File: config.mk
export PLATFORM = sky130hd
export DESIGN_NAME = rrs_sequencer
export DESIGN_NICKNAME = d
export VERILOG_FILES = /design/src/hdl/rrs_pkg.sv /design/src/hdl/rrs_delay_counter.sv /design/src/hdl/rrs_sequencer.sv
export SDC_FILE = /design/constraint.sdc
export NUM_CORES = 1
export LEC_CHECK = 0
export CAP_MARGIN = 10
export CORE_UTILIZATION = 42
export CTS_CLUSTER_DIAMETER = 100
export DETAILED_ROUTE_END_ITERATION = 10
export DONT_BUFFER_PORTS = 1
export GPL_ROUTABILITY_DRIVEN = 0
export PLACE_DENSITY_LB_ADDON = 0.2
export SYNTH_ARGS = -nofsm -noshare
export SYNTH_HDL_FRONTEND = slang
export SYNTH_SLANG_ARGS = --single-unit
export TNS_END_PERCENT = 1
File: constraint.sdc
create_clock -name i_clk_sys -period 3.28 [get_ports i_clk_sys]
set_input_delay 0 -clock i_clk_sys [delete_from_list [all_inputs] [get_ports i_clk_sys]]
set_output_delay 0 -clock i_clk_sys [all_outputs]
set_load 0.01 [all_outputs]
File: src/hdl/rrs_pkg.sv
// Constants and types shared by the reset release sequencer.
// Assumes a single 100 MHz system clock and a synchronous reset.
package rrs_pkg;

  // System clock period
  localparam int CLK_NS = 10;

  // Width of the delay counter
  localparam int CNT_W = 18;

  // Release times, typical figures, in ns
  localparam int FIRST_LVD_ON_NS = 672000;
  localparam int FIRST_LVD_OFF_NS = 399000;
  localparam int LATER_LVD_ON_NS = 531000;
  localparam int LATER_LVD_OFF_NS = 259000;

  // Voltage stabilization wait after power application, in ns
  localparam int STABILIZE_NS = 990000;

  // Same times as clock cycle counts
  localparam logic [CNT_W-1:0] FIRST_LVD_ON_CYC =
    CNT_W'((FIRST_LVD_ON_NS + CLK_NS - 1) / CLK_NS);
  localparam logic [CNT_W-1:0] FIRST_LVD_OFF_CYC =
    CNT_W'((FIRST_LVD_OFF_NS + CLK_NS - 1) / CLK_NS);
  localparam logic [CNT_W-1:0] LATER_LVD_ON_CYC =
    CNT_W'((LATER_LVD_ON_NS + CLK_NS - 1) / CLK_NS);
  localparam logic [CNT_W-1:0] LATER_LVD_OFF_CYC =
    CNT_W'((LATER_LVD_OFF_NS + CLK_NS - 1) / CLK_NS);
  localparam logic [CNT_W-1:0] STABILIZE_CYC =
    CNT_W'((STABILIZE_NS + CLK_NS - 1) / CLK_NS);

  // Counter value after reset
  localparam logic [CNT_W-1:0] CNT_RESET = 18'h00000;

  // Sequencer states
  typedef enum logic [3:0] {
    ST_HOLD = 4'h1,
    ST_STABILIZE = 4'h2,
    ST_RELEASE = 4'h4,
    ST_RUN = 4'h8
  } rrs_state_e;

endpackage

File: src/hdl/rrs_delay_counter.sv
// Down counter that times one wait and pulses when it expires.
// Assumes the loaded count is at least one cycle.
module rrs_delay_counter
  import rrs_pkg::*;
(
  input wire logic i_clk_sys,
  input wire logic i_reset,
  input wire logic i_load,
  input wire logic i_abort,
  input wire logic [rrs_pkg::CNT_W-1:0] i_count,
  output logic o_expired
);

  logic [CNT_W-1:0] count_reg;
  logic [CNT_W-1:0] count_next;
  logic busy_reg;
  logic busy_next;
  logic expired_reg;
  logic expired_next;

  always_comb
  begin
    count_next = count_reg;
    busy_next = busy_reg;
    expired_next = 1'b0;
    if (i_abort)
    begin
      busy_next = 1'b0;
      count_next = CNT_RESET;
    end
    else if (i_load)
    begin
      busy_next = 1'b1;
      count_next = i_count - 18'h00001;
    end
    else if (busy_reg)
    begin
      if (count_reg == CNT_RESET)
      begin
        busy_next = 1'b0;
        expired_next = 1'b1;
      end
      else
      begin
        count_next = count_reg - 18'h00001;
      end
    end
  end

  always_ff @(posedge i_clk_sys)
  begin
    if (i_reset)
    begin
      count_reg <= CNT_RESET;
      busy_reg <= 1'b0;
      expired_reg <= 1'b0;
    end
    else
    begin
      count_reg <= count_next;
      busy_reg <= busy_next;
      expired_reg <= expired_next;
    end
  end

  assign o_expired = expired_reg;

endmodule

File: src/hdl/rrs_sequencer.sv
// Reset release sequencer: holds the chip in reset and times its release.
// Assumes all inputs are synchronous to i_clk_sys; i_reset marks power-up.
module rrs_sequencer
  import rrs_pkg::*;
#(
  parameter logic [rrs_pkg::CNT_W-1:0] P_FIRST_LVD_ON_CYC = rrs_pkg::FIRST_LVD_ON_CYC,
  parameter logic [rrs_pkg::CNT_W-1:0] P_FIRST_LVD_OFF_CYC = rrs_pkg::FIRST_LVD_OFF_CYC,
  parameter logic [rrs_pkg::CNT_W-1:0] P_LATER_LVD_ON_CYC = rrs_pkg::LATER_LVD_ON_CYC,
  parameter logic [rrs_pkg::CNT_W-1:0] P_LATER_LVD_OFF_CYC = rrs_pkg::LATER_LVD_OFF_CYC,
  parameter logic [rrs_pkg::CNT_W-1:0] P_STABILIZE_CYC = rrs_pkg::STABILIZE_CYC
)
(
  input wire logic i_clk_sys,
  input wire logic i_reset,
  input wire logic i_reset_pin_n,
  input wire logic i_por_detect,
  input wire logic i_lvd_detect,
  input wire logic i_wdt_overflow,
  input wire logic i_illegal_instr,
  input wire logic i_ram_parity_err,
  input wire logic i_illegal_access,
  input wire logic i_lvd_enable,
  input wire logic i_reset_out_latch,
  input wire logic i_reset_out_dir_out,
  output logic o_reset_active,
  output logic o_exec_start,
  output logic o_fast_osc_run,
  output logic o_cpu_clk_en,
  output logic o_main_xtal_stop,
  output logic o_main_xtal_pins_input,
  output logic o_sub_xtal_stop,
  output logic o_sub_xtal_pins_input,
  output logic o_ext_main_clk_ignore,
  output logic o_ext_sub_clk_ignore,
  output logic o_display_stop,
  output logic o_display_common_gnd,
  output logic o_display_segment_pin_hiz,
  output logic o_display_bias_hiz,
  output logic o_pump_cap_high_pin_hiz,
  output logic o_pump_cap_low_pin_hiz,
  output logic o_reset_out_port_pin_o,
  output logic o_reset_out_port_pin_oe,
  output logic o_pulled_up_debug_port_pin_pullup_en,
  output logic o_wdt_reset,
  output logic o_low_voltage_detector_reset
);

  // Sequencer state
  rrs_state_e state_reg;
  rrs_state_e state_next;
  logic power_new_reg;
  logic power_new_next;
  logic released_once_reg;
  logic released_once_next;
  logic src_pin_por_reg;
  logic src_pin_por_next;
  logic src_lvd_reg;
  logic src_lvd_next;

  // Delay counter control
  logic cnt_load;
  logic cnt_abort;
  logic [CNT_W-1:0] cnt_value;
  logic cnt_expired;

  // Output registers
  logic reset_active_reg;
  logic exec_start_reg;
  logic exec_start_next;
  logic debug_pullup_reg;
  logic debug_pullup_next;
  logic wdt_reset_reg;
  logic lvd_reset_reg;
  logic lvd_reset_next;
  logic reset_out_o_reg;
  logic reset_out_o_next;
  logic reset_out_oe_reg;
  logic reset_out_oe_next;
  logic run_reg;
  logic run_next;
  logic main_xtal_hold_reg;
  logic main_xtal_hold_next;
  logic sub_xtal_hold_reg;
  logic sub_xtal_hold_next;
  logic ext_clk_hold_reg;
  logic ext_clk_hold_next;
  logic display_gnd_reg;
  logic display_gnd_next;
  logic display_hiz_reg;
  logic display_hiz_next;

  // Request decode
  logic pin_or_por;
  logic internal_req;
  logic in_reset_next;
  logic [CNT_W-1:0] release_cyc;

  assign pin_or_por = !i_reset_pin_n || i_por_detect;
  assign internal_req = i_lvd_detect || i_wdt_overflow || i_illegal_instr
                        || i_ram_parity_err || i_illegal_access;

  // Release delay selection
  always_comb
  begin
    if (!released_once_reg)
    begin
      if (i_lvd_enable)
      begin
        release_cyc = P_FIRST_LVD_ON_CYC;
      end
      else
      begin
        release_cyc = P_FIRST_LVD_OFF_CYC;
      end
    end
    else
    begin
      if (i_lvd_enable)
      begin
        release_cyc = P_LATER_LVD_ON_CYC;
      end
      else
      begin
        release_cyc = P_LATER_LVD_OFF_CYC;
      end
    end
  end

  // Sequencer next state
  always_comb
  begin
    state_next = state_reg;
    power_new_next = power_new_reg;
    released_once_next = released_once_reg;
    src_pin_por_next = src_pin_por_reg;
    src_lvd_next = src_lvd_reg;
    cnt_load = 1'b0;
    cnt_abort = 1'b0;
    cnt_value = release_cyc;
    if (pin_or_por)
    begin
      state_next = ST_HOLD;
      cnt_abort = 1'b1;
      src_pin_por_next = 1'b1;
      src_lvd_next = 1'b0;
      if (i_por_detect)
      begin
        power_new_next = 1'b1;
        released_once_next = 1'b0;
      end
    end
    else
    begin
      unique case (state_reg)
        ST_HOLD:
        begin
          if (internal_req)
          begin
            src_lvd_next = src_lvd_reg || i_lvd_detect;
          end
          else if (power_new_reg)
          begin
            state_next = ST_STABILIZE;
            cnt_load = 1'b1;
            cnt_value = P_STABILIZE_CYC;
          end
          else
          begin
            state_next = ST_RELEASE;
            cnt_load = 1'b1;
          end
        end
        ST_STABILIZE:
        begin
          if (cnt_expired)
          begin
            power_new_next = 1'b0;
            state_next = ST_RELEASE;
            cnt_load = 1'b1;
          end
        end
        ST_RELEASE:
        begin
          if (internal_req)
          begin
            state_next = ST_HOLD;
            cnt_abort = 1'b1;
            src_lvd_next = src_lvd_reg || i_lvd_detect;
          end
          else if (cnt_expired)
          begin
            state_next = ST_RUN;
            released_once_next = 1'b1;
          end
        end
        ST_RUN:
        begin
          if (internal_req)
          begin
            state_next = ST_HOLD;
            src_pin_por_next = 1'b0;
            src_lvd_next = i_lvd_detect;
          end
        end
      endcase
    end
  end

  always_ff @(posedge i_clk_sys)
  begin
    if (i_reset)
    begin
      state_reg <= ST_HOLD;
      power_new_reg <= 1'b1;
      released_once_reg <= 1'b0;
      src_pin_por_reg <= 1'b1;
      src_lvd_reg <= 1'b0;
    end
    else
    begin
      state_reg <= state_next;
      power_new_reg <= power_new_next;
      released_once_reg <= released_once_next;
      src_pin_por_reg <= src_pin_por_next;
      src_lvd_reg <= src_lvd_next;
    end
  end

  rrs_delay_counter u_delay
  (
    .i_clk_sys(i_clk_sys),
    .i_reset(i_reset),
    .i_load(cnt_load),
    .i_abort(cnt_abort),
    .i_count(cnt_value),
    .o_expired(cnt_expired)
  );

  // Output next values
  always_comb
  begin
    in_reset_next = (state_next != ST_RUN);
    exec_start_next = (state_reg == ST_RELEASE) && (state_next == ST_RUN);
    debug_pullup_next = !(in_reset_next && src_pin_por_next);
    lvd_reset_next = in_reset_next && !src_lvd_next;
    run_next = !in_reset_next;
    main_xtal_hold_next = in_reset_next;
    sub_xtal_hold_next = in_reset_next;
    ext_clk_hold_next = in_reset_next;
    display_gnd_next = in_reset_next;
    display_hiz_next = in_reset_next;
    if (in_reset_next)
    begin
      reset_out_o_next = 1'b0;
      reset_out_oe_next = 1'b1;
    end
    else
    begin
      reset_out_o_next = i_reset_out_latch;
      reset_out_oe_next = i_reset_out_dir_out;
    end
  end

  always_ff @(posedge i_clk_sys)
  begin
    if (i_reset)
    begin
      reset_active_reg <= 1'b1;
      exec_start_reg <= 1'b0;
      debug_pullup_reg <= 1'b0;
      wdt_reset_reg <= 1'b1;
      lvd_reset_reg <= 1'b1;
      reset_out_o_reg <= 1'b0;
      reset_out_oe_reg <= 1'b1;
      run_reg <= 1'b0;
      main_xtal_hold_reg <= 1'b1;
      sub_xtal_hold_reg <= 1'b1;
      ext_clk_hold_reg <= 1'b1;
      display_gnd_reg <= 1'b1;
      display_hiz_reg <= 1'b1;
    end
    else
    begin
      reset_active_reg <= in_reset_next;
      exec_start_reg <= exec_start_next;
      debug_pullup_reg <= debug_pullup_next;
      wdt_reset_reg <= in_reset_next;
      lvd_reset_reg <= lvd_reset_next;
      reset_out_o_reg <= reset_out_o_next;
      reset_out_oe_reg <= reset_out_oe_next;
      run_reg <= run_next;
      main_xtal_hold_reg <= main_xtal_hold_next;
      sub_xtal_hold_reg <= sub_xtal_hold_next;
      ext_clk_hold_reg <= ext_clk_hold_next;
      display_gnd_reg <= display_gnd_next;
      display_hiz_reg <= display_hiz_next;
    end
  end

  // Every output is driven straight from a flop, so no output passes through logic
  assign o_reset_active = reset_active_reg;
  assign o_exec_start = exec_start_reg;
  assign o_fast_osc_run = run_reg;
  assign o_cpu_clk_en = run_reg;
  assign o_main_xtal_stop = main_xtal_hold_reg;
  assign o_main_xtal_pins_input = main_xtal_hold_reg;
  assign o_sub_xtal_stop = sub_xtal_hold_reg;
  assign o_sub_xtal_pins_input = sub_xtal_hold_reg;
  assign o_ext_main_clk_ignore = ext_clk_hold_reg;
  assign o_ext_sub_clk_ignore = ext_clk_hold_reg;
  assign o_display_stop = display_gnd_reg;
  assign o_display_common_gnd = display_gnd_reg;
  assign o_display_segment_pin_hiz = display_hiz_reg;
  assign o_display_bias_hiz = display_hiz_reg;
  assign o_pump_cap_high_pin_hiz = display_hiz_reg;
  assign o_pump_cap_low_pin_hiz = display_hiz_reg;
  assign o_reset_out_port_pin_o = reset_out_o_reg;
  assign o_reset_out_port_pin_oe = reset_out_oe_reg;
  assign o_pulled_up_debug_port_pin_pullup_en = debug_pullup_reg;
  assign o_wdt_reset = wdt_reset_reg;
  assign o_low_voltage_detector_reset = lvd_reset_reg;

endmodule

After elaboration in Yosys (flattened, before gate mapping)

Cells that the tools add are included.

Flip-flop bits (word level): 35
Bits in latches: 0
Memory bits (writable): 0
ROM bits: 0
Input port bits: 12
Output and inout bits: 21
Logic and storage cells: 97
Memories kept: 0

Add/sub/neg operators: 2
$mul: 0
Divide/modulo/power cells: 0
$lt $le $gt $ge: 0
Equality and inequality tests: 9
Shifts and indexed selects: 0
Multiplexer cells: 45
Bitwise operators: 1
Reduce and logical (&&, ||, !) cells: 25

Operators with widths:

| kind                                                 | number |
|---|---|
| 2-to-1 mux 18 bit                                    | 8 |
| subtractor 18 x 1 -> 18 bit (second input constant)  | 2 |
| 2-to-1 mux 1 bit                                     | 25 |
| 2-to-1 mux 4 bit                                     | 6 |
| zero test 18 bit                                     | 1 |
| 2-to-1 mux 17 bit                                    | 1 |
| 2-to-1 mux 16 bit                                    | 1 |
| one-hot mux 4 bit (4 select lines)                   | 1 |
| equality test 4 bit (second input constant)          | 2 |
| nonzero test 2 bit                                   | 4 |
| logical OR 1 bit                                     | 6 |
| inequality test 2 bit (second input constant)        | 3 |
| OR reduction 2 bit                                   | 3 |
| equality test 4 x 1 -> 1 bit (second input constant) | 1 |
| equality test 4 x 2 -> 1 bit (second input constant) | 1 |
| equality test 4 x 3 -> 1 bit (second input constant) | 1 |
| zero test 1 bit                                      | 4 |
| inequality test 4 bit (second input constant)        | 1 |
| one-hot mux 1 bit (2 select lines)                   | 2 |
| AND reduction 4 bit                                  | 1 |
| OR reduction 4 bit                                   | 1 |
| logical AND 1 bit                                    | 3 |
| 2-to-1 mux 3 bit                                     | 1 |
| AND reduction 3 bit                                  | 1 |
| 2 further kinds                                      | 2 |

Logic depth before layout (Yosys ltp)

Gate-level depths: netlist (run 1).

Depth in word-level cells: 10
Mapped depth: 16

Hierarchy

From an unflattened synthesis (run 1), not the netlist that was laid out.

Cells, all modules: 322
Area total of the unflattened synthesis: 2,653.8 µm²

By module, submodules not included:

| module            | times used | cells each | area an instance (µm²) | seq. area each (µm²) |
|---|---|---|---|---|
| rrs_delay_counter | 1          | 196        | 1,629.1                | 400.4 |
| rrs_sequencer     | 1          | 126        | 1,024.7                | 300.3 |

Least setup slack after synthesis (run 1)

Ideal clock, no wire load.

Path kind: register to register
From: register state_reg[3]
To: register u_delay.count_reg[14]
Setup time: 0.086 ns
Arrival: 3.280 ns
Data required time: 3.194 ns
Slack: -0.086 ns
Cell stages (with the launch flop): 16
Buffers on the path: 3
Clock period less this slack: 3.366 ns
Path through: dfxtp_1 -> buf_2 -> or4b_4 -> nor3_1 -> o21ai_1 -> clkbuf_1 -> nand2_1 -> ha_1 -> clkbuf_1 -> nand2_1 -> nor3_1 -> a41o_1 -> nand4_4 -> nor4_1 -> xor2_1 -> a211oi_1

Longest elaborated chain between the ends: 5

RTL lines:

| item                                                                         | RTL line                | RTL |
|---|---|---|
| start, declared                                                              | rrs_sequencer.sv:49     | `rrs_state_e state_reg;` |
| start signal, assigned                                                       | rrs_sequencer.sv:221    | `state_reg <= state_next;` |
| equality test 4 x 1 -> 1 bit or equality test 4 x 2 -> 1 bit (tied branches) | rrs_sequencer.sv:154    | `unique case (state_reg)` |
| 2-to-1 mux 18 bit or one-hot mux 1 bit (2 select lines) (tied branches)      | rrs_sequencer.sv:154    |  |
| 2-to-1 mux 18 bit or 2-to-1 mux 1 bit (tied branches)                        | rrs_sequencer.sv:140    | `if (pin_or_por)` |
| subtractor 18 x 1 -> 18 bit (tied with other cells)                          | rrs_delay_counter.sv:34 | `count_next = i_count - 18'h00001;` |
| 2-to-1 mux 18 bit or AND reduction 2 bit (tied branches)                     | n/a                     |  |
| end signal, assigned                                                         | rrs_delay_counter.sv:60 | `count_reg <= count_next;` |
| end, declared                                                                | rrs_delay_counter.sv:14 | `logic [CNT_W-1:0] count_reg;` |

Parallel ways exist; a longest one is shown, timed or not.
A chain may end at the register's enable or synchronous reset.

Worst setup path after layout (run 1)

From: register state_reg[0]
To: register u_delay.count_reg[16]

The elaborated chain is that of the path after synthesis.

==> results.txt, run 1 <==
The detailed-route wire length per cell is 17.3 µm. The category of the most critical setup path is flop to flop. The number of iterations in the first detailed-routing pass is 5. The static leakage power came out at 0.962 nW. The total CTS buffers came out at 5. The HPWL after detailed placement is 4580 µm. The total via count after detailed routing came out at 2236. In the finished design, the share of the clock period the worst path needs comes to 0.934. By count the netlist is led by sky130_fd_sc_hd__nand2_1 (37), sky130_fd_sc_hd__dfxtp_1 (35), sky130_fd_sc_hd__nor2_1 (34), sky130_fd_sc_hd__a21oi_1 (19), sky130_fd_sc_hd__buf_4 (14). The xor/xnor share of the synthesized area is 0.0444.

The initial cell density of the core is 0.449. The worst setup path is captured at a flop. The number of setup buffers added after CTS is 0. The first-pass GRT wire length came out at 10600 µm. In the final layout, the share of cells above drive strength 1 is 0.119.

The number of antenna violations at the first check in global routing came out at 0. For this run, the number of Yosys warnings is 0. The register-to-register setup slack came out at 0.22 ns. Of the total synthesized cell area, the portion taken by full adders, half adders and majority gates is 0.0317. The area share of the largest cell type after synthesis is 0.296. For this run, asynchronously set or reset flops after synthesis account for 0.

33 I/O pins were placed. STA classifies the critical path startpoint as a flop. The detailed-route wire length is 6420 µm. In the synthesized netlist, the number of instances is 305. The final count of pins violating max slew came out at 0. The count of distinct cell types in the synthesized netlist is 58. The die height came out at 77.1 µm. Along the worst path, the maximum fanout reaches 9.

The net count of the finished layout is 319. The clock-pin slew on the worst setup and hold paths is 0.08 ns. The total of endpoints with negative setup slack in the final report is 0. The startpoint identified for the worst register-to-register timing path is state_reg[0].

The relative slew slack is 0.497. The startpoint of the most critical setup path is state_reg[0]. The post-route antenna net violation count is 0. The compound-cell area share of the yosys netlist was 0.235.

The routed via count divided by cell count is 6.01. The number of DRC markers in iteration 0 came out at 147. The flop and latch count out of synthesis is 35. Counting along the longest clock path gives a buffer depth of 2.

The arrival time of data at the critical path endpoint is 3.27 ns. The worst min-delay path category is input port to flop. The main combinational cell family by area after synthesis is simple AND/OR/NAND/NOR gates. Hold timing on the final database bottoms out at a slack of 0.0552 ns. The core area is 5270 µm². The overall routing resource usage came out at 0.229. The number of sinks on the clock net came out at 35.

The maximum ir drop on the vdd rail came out at 0.171 mV. The flip-flop count of the largest register, all copies and words added came out at 18. The post-synthesis instance area is 2370 µm². The minimum period implied by the final worst setup slack is 3.06 ns.

The final worst clock skew came out at 0.00644 ns. In the routed design, unresolved DRC markers number 0. The clock tree from TritonCTS is done. The tree is rooted in a sky130_fd_sc_hd__clkbuf_8. The largest net degree at the start of global routing came out at 22.

Data on the critical path is required at its endpoint by 3.49 ns. The fmax came out at 327 MHz. After synthesis, the share of cell area in mux cells is 0.00476.

The prevailing post-synth register cell is sky130_fd_sc_hd__dfxtp_1. The maximum level of the CTS H-tree came out at 2. For this run the aggregate overflow at the end of global routing stands at 0. The flow ran to the end, and the final reports show no timing, DRC or antenna violations. The number of max-capacitance violations reported is 0. Following the worst setup path forward leads to its endpoint at u_delay.count_reg[16]. The die is 77.1 µm wide. The simple-gate share of the synthesized area is 0.301. The number of global-route vias before repair came out at 2167. Averaged over all synthesized cells, the footprint is 7.76 µm².

The overall power after layout is 0.000879 W. The worst register-to-register path ends at u_delay.count_reg[16]. For this run, the register share of the synthesized area comes to 0.296.

Setup repair after global routing could not meet its margin everywhere. The number of rows in the core area is 26. Of all cell types, the one taking the most synthesized area is sky130_fd_sc_hd__dfxtp_1. The worst-skew pair later-pin latency is 0.30 ns. The length in cells of the worst reg-to-reg path came out at 12.

The power per standard cell area came out at 342 nW/µm². The die area is 5940 µm². The final core utilization came out at 0.487. By instance count, the leading cell after synthesis is sky130_fd_sc_hd__nand2_1. The number of enable-type register cells in the synthesized netlist came out at 0. Counting every net in the synthesized netlist gives 323. Relative to the synthesized area, the layout overhead comes to 8.51%. The final number of hold-violating endpoints was 0. The number of antenna diodes in the final layout is 0.

The number of buffers inserted by port buffering is 0. The transition time of the tightest slew-check pin came out at 0.749 ns. After synthesis, the cell types taking the most area are sky130_fd_sc_hd__dfxtp_1 (30%), sky130_fd_sc_hd__nand2_1 (5.9%), sky130_fd_sc_hd__nor2_1 (5.4%), sky130_fd_sc_hd__buf_4 (4.4%), sky130_fd_sc_hd__a21oi_1 (4.0%).
==> layout by cell type (no fill, tap or decap), types with 2 or more instances in the layout <==
cell type,count
sky130_fd_sc_hd__nor2b_1,4
sky130_fd_sc_hd__nor2_1,34
sky130_fd_sc_hd__dfxtp_1,35
sky130_fd_sc_hd__dlygate4sd3_1,7
sky130_fd_sc_hd__a21o_1,3
sky130_fd_sc_hd__o22ai_1,3
sky130_fd_sc_hd__nand4_1,2
sky130_fd_sc_hd__or3_1,5
sky130_fd_sc_hd__o31ai_1,4
sky130_fd_sc_hd__o211ai_1,8
sky130_fd_sc_hd__nand2b_1,5
sky130_fd_sc_hd__and2_1,2
sky130_fd_sc_hd__nand3b_1,2
sky130_fd_sc_hd__and3_1,4
sky130_fd_sc_hd__clkbuf_8,5
sky130_fd_sc_hd__inv_1,8
sky130_fd_sc_hd__o21ai_1,5
sky130_fd_sc_hd__a31oi_1,5
sky130_fd_sc_hd__nor4_1,9
sky130_fd_sc_hd__nand3_1,6
sky130_fd_sc_hd__a21oi_1,19
sky130_fd_sc_hd__o21ai_0,8
sky130_fd_sc_hd__a211oi_1,6
sky130_fd_sc_hd__a22oi_1,2
sky130_fd_sc_hd__a2bb2oi_1,2
sky130_fd_sc_hd__ha_1,6
sky130_fd_sc_hd__nand2_1,37
sky130_fd_sc_hd__nor3_1,9
sky130_fd_sc_hd__xor2_1,6
sky130_fd_sc_hd__xnor2_1,6
sky130_fd_sc_hd__buf_4,13
==> cell families (layout without fill, tap and decap cells) <==
logic type | after synthesis | after routing
and+or+nand+nor | 132 | 132
AOI/OAI and AO/OA | 80 | 80
buffers and inverters | 39 | 36
DFF | 35 | 35
xor gates and xnor gates | 12 | 12
adders and majority gates | 6 | 6
muxes | 1 | 1
==> per-layer routing <==
layer,wire (µm),global-route usage
met3,520,0.0631
met1,2870,0.292
met4,159,0.104
met5,0,0
met2,2870,0.356
==> report_power, final <==
| group | total (W) | switching, W | internal (W) |
|---|---|---|---|
| sequential | 0.000426 | 0.000000895 | 0.000425 |
| clock | 0.000403 | 0.000177 | 0.000226 |
| combinational | 0.0000497 | 0.0000294 | 0.0000203 |
==> area by class of cell <==
class | instances | area (µm²)
Timing Repair Buffer | 20 | 168
Tap cell | 70 | 87.6
Clock inverter | 3 | 43.8
Clock buffer | 5 | 68.8
Multi-Input combinational cell | 231 | 1470
Inverter | 8 | 30.0
Fill cell | 539 | 2700
Sequential cell | 35 | 701
==> worst max-delay path: stages (launching register included) <==
cell                       delay [ns]
sky130_fd_sc_hd__dfxtp_1         0.48
sky130_fd_sc_hd__or4b_4          0.55
sky130_fd_sc_hd__nor3_2          0.21
sky130_fd_sc_hd__o21ai_2         0.15
sky130_fd_sc_hd__nand2_1         0.12
sky130_fd_sc_hd__ha_1            0.20
sky130_fd_sc_hd__nand2_1         0.07
sky130_fd_sc_hd__nor3_1          0.13
sky130_fd_sc_hd__a41o_1          0.19
sky130_fd_sc_hd__nand4_4         0.18
sky130_fd_sc_hd__nor4_1          0.32
sky130_fd_sc_hd__xor2_1          0.11
sky130_fd_sc_hd__a211oi_1        0.26
==> metrics by stage <==
stage          instance area, µm²  cells  setup slack, ns  setup TNS, ns
2_1_floorplan                2370    305           0.0416              0
3_3_place_gp                 2380    357            0.355              0
3_5_place_dp                 2380    357            0.277              0
4_1_cts                      2570    372            0.241              0
5_1_grt                      2570    372          -0.0556         -0.104
6_report                     2570    372            0.218              0
==> how the worst min path moves through the flow <==
stage	startpoint	to	slack [ns]	depth (start not counted)
finish	i_por_detect	state_reg[2]	0.06	3
global route	i_por_detect	state_reg[2]	0.07	3
CTS	i_por_detect	state_reg[2]	0.05	3
detailed placement	i_reset	state_reg[3]	0.08	1
global placement	i_reset	state_reg[3]	0.07	1
floorplan	i_reset	state_reg[3]	0.07	1
==> what timing repair did <==
| item | CTS | global route |
|---|---|---|
| endpoints found under the hold margin | 12 | 0 |
| endpoints found under the setup margin | 0 | 2 |
| hold buffers | 7 | 0 |
| gates resized for setup | 0 | 0 |
Note: power is estimated with default switching activity, not from simulation.
==> run 2, diff against run 1 <==
- BUFFER_PORTS_ARGS: default -> -buffer_cell sky130_fd_sc_hd__buf_4
- CORE_MARGIN: default -> 8
- DONT_BUFFER_PORTS: 1 -> default
==> run 2 against run 1 <==
Register-to-register slack improved by 0.02 ns. Utilization grew 1.8 points. Power decreased by 4.4%. Setup slack better by 0.025 ns. Critical path depth unchanged. Sequential share of layout area shrank 1.9 points. Maximum frequency is 0.81% higher. Critical path type unchanged.
==> results.txt, run 2 (synthesized netlist as in run 1, its figures left out) <==
Leaving out fill and tap cells, the most frequent cells in the layout are sky130_fd_sc_hd__buf_4 (40), sky130_fd_sc_hd__nand2_1 (37), sky130_fd_sc_hd__nor2_1 (34), sky130_fd_sc_hd__dfxtp_1 (34), sky130_fd_sc_hd__a21oi_1 (19). The post-route fraction of the period consumed by the critical path is 0.926 (-0.00751). The largest fanout on the critical path was 11 (+2). The total of fill cells in the finished design is 541 (+0.37%). The number of max-capacitance violations reported was 0 (unchanged).

The total of endpoints with negative setup slack in the final report was 0 (unchanged). The final count of pins violating max slew came out at 0 (unchanged). The number of iterations in the first detailed-routing pass is 5 (unchanged). The maximum buffer depth of the clock tree was 2 (unchanged). The initial cell density of the core is 0.432 (-0.0166). The number of setup buffers added after CTS came out at 0 (unchanged). The overall routing resource usage came to 0.156 (-0.0726). The largest net degree at the start of global routing came out at 18 (-18%). Leaving out fill and tap cells, the most frequent cell in the layout is sky130_fd_sc_hd__buf_4.

The total CTS buffers is 5 (unchanged). The pre-CTS setup slack is 0.229 ns (-0.0483 ns). The non-filler instance count after layout came to 399 (+7.3%). The accumulated negative setup slack is 0 ns (unchanged). The core area is 5470 µm² (+3.8%).

The overall power after layout came out at 0.000840 W (-4.4%). The share of layout cells above drive strength 1 is 0.202 (+0.0826). The number of rows in the core area came to 27 (+3.8%). The die outline width came out at 91.1 µm (+18%). The cell count of the worst hold path is 3 (unchanged).

The minimum period implied by the final worst setup slack was 3.04 ns (-0.0246 ns). The post-DP HPWL is 4790 µm (+4.6%). The number of DRC markers in iteration 0 is 321 (+120%). The fmax is 329 MHz (+0.81%). The root cell of the clock tree is sky130_fd_sc_hd__clkbuf_8. The detailed-route wire length per cell is 16.1 µm (-7.0%).

The end point of the most critical hold path is power_new_reg. The run finished with clean final reports. The post-route antenna net violation count came out at 0 (unchanged). The clock tree from TritonCTS is done. The count of placed standard cells including taps is 386 (+8.1%).

The die height came out at 91.1 µm (+18%). The transition time of the tightest slew-check pin is 0.866 ns (+0.117 ns). The DRC violation count after routing came out at 0 (unchanged). The worst hold slack across all endpoints is 0.0193 ns (-0.0358 ns).

The final worst clock skew came out at 0.00671 ns (+0.000268 ns). The reg-to-reg startpoint is state_reg[2]. The aggregate global routing overflow is 0 (unchanged). The number of antenna violations at the first check in global routing came out at 0 (unchanged).

The relative slew slack is 0.419 (-0.0786). The length in cells of the worst reg-to-reg path is 12 (unchanged). The number of global-route vias before repair came out at 2233 (+3.0%). The first-pass GRT wire length was 10900 µm (+2.1%). The arrival time of data at the critical path endpoint is 3.24 ns (-0.03 ns). The top-level I/O count came to 33 (unchanged). The number of buffers inserted by port buffering came out at 32 (+32). The count of inserted antenna diode cells is 0 (unchanged). The routed via count divided by cell count was 5.80 (-3.5%).

The register-to-register setup slack was 0.24 ns (+0.02 ns). The net count of the finished layout came to 344 (+7.8%). The category of the most critical setup path is flop to flop.

In this run the most critical hold path is launched from i_reset_pin_n. The worst hold path belongs to the class input port to flop. The setup slack of the critical path after layout came out at 0.243 ns (+0.0246 ns). The area growth from synthesis to layout is 16.9%. The maximum level of the CTS H-tree came out at 2 (unchanged).

The final number of hold-violating endpoints came to 0 (unchanged). The required time at the endpoint of the critical path is 3.48 ns (about the same). The detailed-route wire length came to 6400 µm (-0.30%).

The power per standard cell area came out at 304 nW/µm² (-11%). The worst-skew pair later-pin latency came out at 0.30 ns (about the same). The worst setup path is launched from a flop. The total area of multi-input combinational cells was 1490 µm² (+1.6%). The capture instance of the worst register-to-register path is u_delay.count_reg[14]. The maximum ir drop on the vdd rail came out at 0.135 mV (-21%). The total via count after detailed routing came out at 2315 (+3.5%).

The clock-pin slew on the worst setup and hold paths is 0.07 ns (about the same). The die area came out at 8290 µm² (+40%). STA classifies the critical path endpoint as a flop. The static leakage power is 1.07 nW (+11%). The number of sinks on the clock net is 35 (unchanged). The flip-flop count of the largest register, all copies and words added is 18 (unchanged). The area taken by flip-flops and latches came out at 702 µm² (+0.18%).
run 2: what timing repair did:
item	in CTS	in global routing
resized for setup	0	5
hold buffers	5	0
setup endpoints to repair	0	2
endpoints found under the hold margin	6	0
run 2: critical path, stage by stage, from the launching register on:
cell	delay [ns]
sky130_fd_sc_hd__dfxtp_1	0.44
sky130_fd_sc_hd__or4b_4	0.61
sky130_fd_sc_hd__nor3_2	0.21
sky130_fd_sc_hd__o21ai_2	0.10
sky130_fd_sc_hd__nand2_1	0.10
sky130_fd_sc_hd__ha_2	0.25
sky130_fd_sc_hd__nand2_1	0.06
sky130_fd_sc_hd__nor3_1	0.13
sky130_fd_sc_hd__a41o_1	0.19
sky130_fd_sc_hd__nand4_4	0.18
sky130_fd_sc_hd__nor4_2	0.31
sky130_fd_sc_hd__xor2_1	0.10
sky130_fd_sc_hd__a211oi_1	0.24
run 2: layout make-up:
class	count	share of cell area
Multi-Input combinational cell	231	0.540
Clock buffer	8	0.0362
Tap cell	72	0.0326
Timing Repair Buffer	45	0.127
Sequential cell	35	0.254
Inverter	8	0.0109
run 2: stage by stage:
step                 util  instance area [µm²]
floorplan               -                 2370
global placement    0.473                 2590
detailed placement  0.473                 2590
CTS                 0.501                 2740
global route        0.505                 2770
finish              0.505                 2770
run 2: worst max path at each step:
stage                            endpoint  depth (start not counted)         start
global route        u_delay.count_reg[14]                         12  state_reg[2]
floorplan           u_delay.count_reg[14]                         16  state_reg[1]
finish              u_delay.count_reg[14]                         12  state_reg[2]
CTS                 u_delay.count_reg[14]                         12  state_reg[2]
global placement    u_delay.count_reg[14]                         12  state_reg[3]
detailed placement  u_delay.count_reg[16]                         12  state_reg[2]
run 2: power breakdown:
group / leakage, nW / switching (W) / internal (W)
combinational: 0.740 / 0.0000334 / 0.0000272
clock: 0.0515 / 0.000161 / 0.000192
sequential: 0.282 / 0.000000658 / 0.000426
run 2: per-layer routing:
| metal | track usage | vias to the layer above | routed length (µm) |
|---|---|---|---|
| met2 | 0.250 | 115 | 2850 |
| met1 | 0.190 | 1059 | 2820 |
| met4 | 0.0641 | 0 | 157 |
| li1 | - | 1124 | - |
| met5 | 0 | - | 0 |
| met3 | 0.0477 | 17 | 577 |
==> run 3, diff against run 2 <==
- PLACE_DENSITY_LB_ADDON: 0.2 -> 0.15
==> run 3 against run 2 <==
Power grew 6.0%. Flip-flop and latch count unchanged. Hold slack gained 0.0028 ns. Maximum frequency fell by 0.82%. Via count up 0.69%. Clock skew increased by 0.0035 ns. Cell count is 0.25% higher. Global-route usage shrank 0.51 points. Wire length fell by 0.56%. Cell area up 0.81%. Combinational power hardly changed. Largest cell class unchanged.
==> results.txt, run 3 (synthesized netlist as in run 1, its figures left out) <==
The overall routing resource usage came to 0.151 (-0.00507). The total via count after detailed routing is 2331 (+0.69%). The static leakage power is 1.09 nW (+1.3%). The total CTS buffers is 5 (unchanged). The initial cell density of the core is 0.432 (unchanged). The routed via count divided by cell count is 5.83 (+0.44%). The flip-flop count of the largest register, all copies and words added came out at 18 (unchanged). The DRC violation count after routing is 0 (unchanged).

The final count of pins violating max slew came out at 0 (unchanged). The number of iterations in the first detailed-routing pass is 6 (+1). The worst setup path is captured at a flop.

The power per standard cell area came out at 319 nW/µm² (+5.2%). The length in cells of the worst reg-to-reg path came out at 12 (unchanged). The clock-pin slew on the worst setup and hold paths came out at 0.07 ns (about the same). The top-level I/O count is 33 (unchanged). The non-filler instance count after layout came to 400 (+0.25%). The run finished with clean final reports. The number of rows in the core area came to 27 (unchanged). The number of max-capacitance violations reported came out at 0 (unchanged). The detailed-route wire length came to 6370 µm (-0.56%). The maximum level of the CTS H-tree came to 2 (unchanged). The synthesis-to-layout area growth came out at 17.8%. The capture instance of the worst register-to-register path is u_delay.count_reg[14]. The number of setup buffers added after CTS was 0 (unchanged).

The die area came out at 8290 µm² (unchanged). Clock tree synthesis selected as its root buffer the cell sky130_fd_sc_hd__clkbuf_8. The cell count of the worst hold path is 3 (unchanged). The post-route fraction of the period consumed by the critical path came out at 0.934 (+0.00766).

The pre-CTS setup slack is 0.185 ns (-0.0447 ns). The largest net degree at the start of global routing is 22 (+4). The final number of hold-violating endpoints came out at 0 (unchanged). The core area came out at 5470 µm² (unchanged). The detailed-route wire length per cell came out at 15.9 µm (-0.81%). The aggregate global routing overflow came to 0 (unchanged). The number of global-route vias before repair came to 2098 (-6.0%). The relative slew slack came out at 0.388 (-0.0307). The maximum ir drop on the vdd rail is 0.139 mV (+3.0%).

The transition time of the tightest slew-check pin is 0.912 ns (+0.0457 ns). Leaving out fill and tap cells, the most frequent cell in the layout is sky130_fd_sc_hd__buf_4. The final core utilization came to 0.509 (+0.00412). The largest fanout on the critical path is 9 (-2). The total of fill cells in the finished design is 537 (-0.74%).

The net count of the finished layout is 345 (+0.29%). The total of endpoints with negative setup slack in the final report came out at 0 (unchanged). The number of DRC markers in iteration 0 is 241 (-25%). The setup slack of the critical path after layout is 0.217 ns (-0.0251 ns). The required time at the endpoint of the critical path came to 3.48 ns (about the same). The worst-skew pair later-pin latency is 0.29 ns (about the same). The die outline width is 91.1 µm (unchanged). The fmax came out at 327 MHz (-0.82%). The path class of the tightest hold or removal check is input port to flop. The share of layout cells above drive strength 1 was 0.210 (+0.00853).

The number of buffers inserted by port buffering is 32 (unchanged). The arrival time of data at the critical path endpoint is 3.26 ns (+0.02 ns). The worst hold slack across all endpoints came to 0.0221 ns (+0.00280 ns). The die height came out at 91.1 µm (unchanged). The register-to-register setup slack came out at 0.22 ns (-0.03 ns). The count of inserted antenna diode cells came out at 0 (unchanged). The first-pass GRT wire length came out at 10500 µm (-3.3%). The number of sinks on the clock net was 35 (unchanged). The category of the worst setup path launch point is a flop.

The final worst clock skew is 0.0102 ns (+0.00349 ns). The setup path with the least slack is of type flop to flop. The count of placed standard cells including taps is 388 (+0.52%). The clock tree from TritonCTS is done. For hold timing, the worst endpoint is power_new_reg. Setup repair after global routing left no endpoint under its margin. The top cell types in the final layout, fill and taps aside, are sky130_fd_sc_hd__buf_4 (42), sky130_fd_sc_hd__nand2_1 (37), sky130_fd_sc_hd__nor2_1 (34), sky130_fd_sc_hd__dfxtp_1 (34), sky130_fd_sc_hd__a21oi_1 (19). The post-DP HPWL is 4760 µm (-0.68%). The minimum period implied by the final worst setup slack is 3.06 ns (+0.0251 ns). The maximum buffer depth of the clock tree came out at 2 (unchanged). The reg-to-reg startpoint is state_reg[3]. The post-route antenna net violation count came out at 0 (unchanged).

The accumulated negative setup slack came out at 0 ns (unchanged). The number of antenna violations at the first check in global routing is 0 (unchanged). The source of the worst hold timing path is i_reset_pin_n.
-- run 3: cell count changes in the layout (fill, tap and decap cells not counted), sizes merged --
cell,delta
dlygate4sd3,-1
clkinv,+1
bufinv,+1
buf,+2
clkbuf,-2
-- run 3: final cells by class --
type	instances	area (µm²)	area share
clock inverter	2	35.0	0.0126
sequential	35	702	0.252
multi-input combinational	231	1490	0.535
clock buffer	6	82.6	0.0296
inverter	8	30.0	0.0108
timing repair buffer	46	355	0.127
tap	72	90.1	0.0323
-- run 3: repair_timing --
| item | CTS | global route |
|---|---|---|
| hold buffers | 4 | 0 |
| hold endpoints to repair | 6 | 0 |
| resized for setup | 0 | 5 |
| endpoints found under the setup margin | 0 | 3 |
-- run 3: worst max-delay path: stages, from the launching register on --
cell and delay, ns:
sky130_fd_sc_hd__dfxtp_1 0.44, sky130_fd_sc_hd__or4b_4 0.63, sky130_fd_sc_hd__nor3_2 0.22, sky130_fd_sc_hd__o21ai_2 0.10
sky130_fd_sc_hd__nand2_1 0.10, sky130_fd_sc_hd__ha_2 0.25, sky130_fd_sc_hd__nand2_1 0.08, sky130_fd_sc_hd__nor3_1 0.14
sky130_fd_sc_hd__a41o_1 0.18, sky130_fd_sc_hd__nand4_4 0.19, sky130_fd_sc_hd__nor4_2 0.32, sky130_fd_sc_hd__xor2_1 0.10
sky130_fd_sc_hd__a211oi_1 0.23
-- run 3: report_power, final --
group | internal (W) | total, W | switching [W] | leakage (nW)
Clock | 0.000246 | 0.000404 | 0.000158 | 0.0612
Sequential | 0.000426 | 0.000426 | 0.000000678 | 0.282
Combinational | 0.0000273 | 0.0000607 | 0.0000334 | 0.744
Total | 0.000699 | 0.000891 | 0.000192 | 1.09
-- run 3: through the flow --
stage                     area, µm²  total power [W]
after floorplan                2370         0.000469
after global placement         2610         0.000492
after detailed placement       2610         0.000492
after CTS                      2760         0.000899
after global routing           2790         0.000927
final                          2790         0.000891
-- run 3: metal layers --
layer  vias up  GRT usage  part of all wire
li1       1130          -                 -
met1      1068      0.188              0.44
met2       118      0.247              0.45
met3        15     0.0379             0.099
met4         0     0.0505             0.012
met5         -          0                 0
-- run 3: how the worst max path moves through the flow --
stage                  from                     to  slack, ns  cells past startpoint
6_report       state_reg[3]  u_delay.count_reg[14]       0.22                     12
4_1_cts        state_reg[3]  u_delay.count_reg[14]       0.14                     12
3_3_place_gp   state_reg[3]  u_delay.count_reg[14]       0.28                     12
3_5_place_dp   state_reg[3]  u_delay.count_reg[14]       0.18                     12
5_1_grt        state_reg[3]  u_delay.count_reg[14]       0.04                     12
2_1_floorplan  state_reg[1]  u_delay.count_reg[14]       0.04                     16
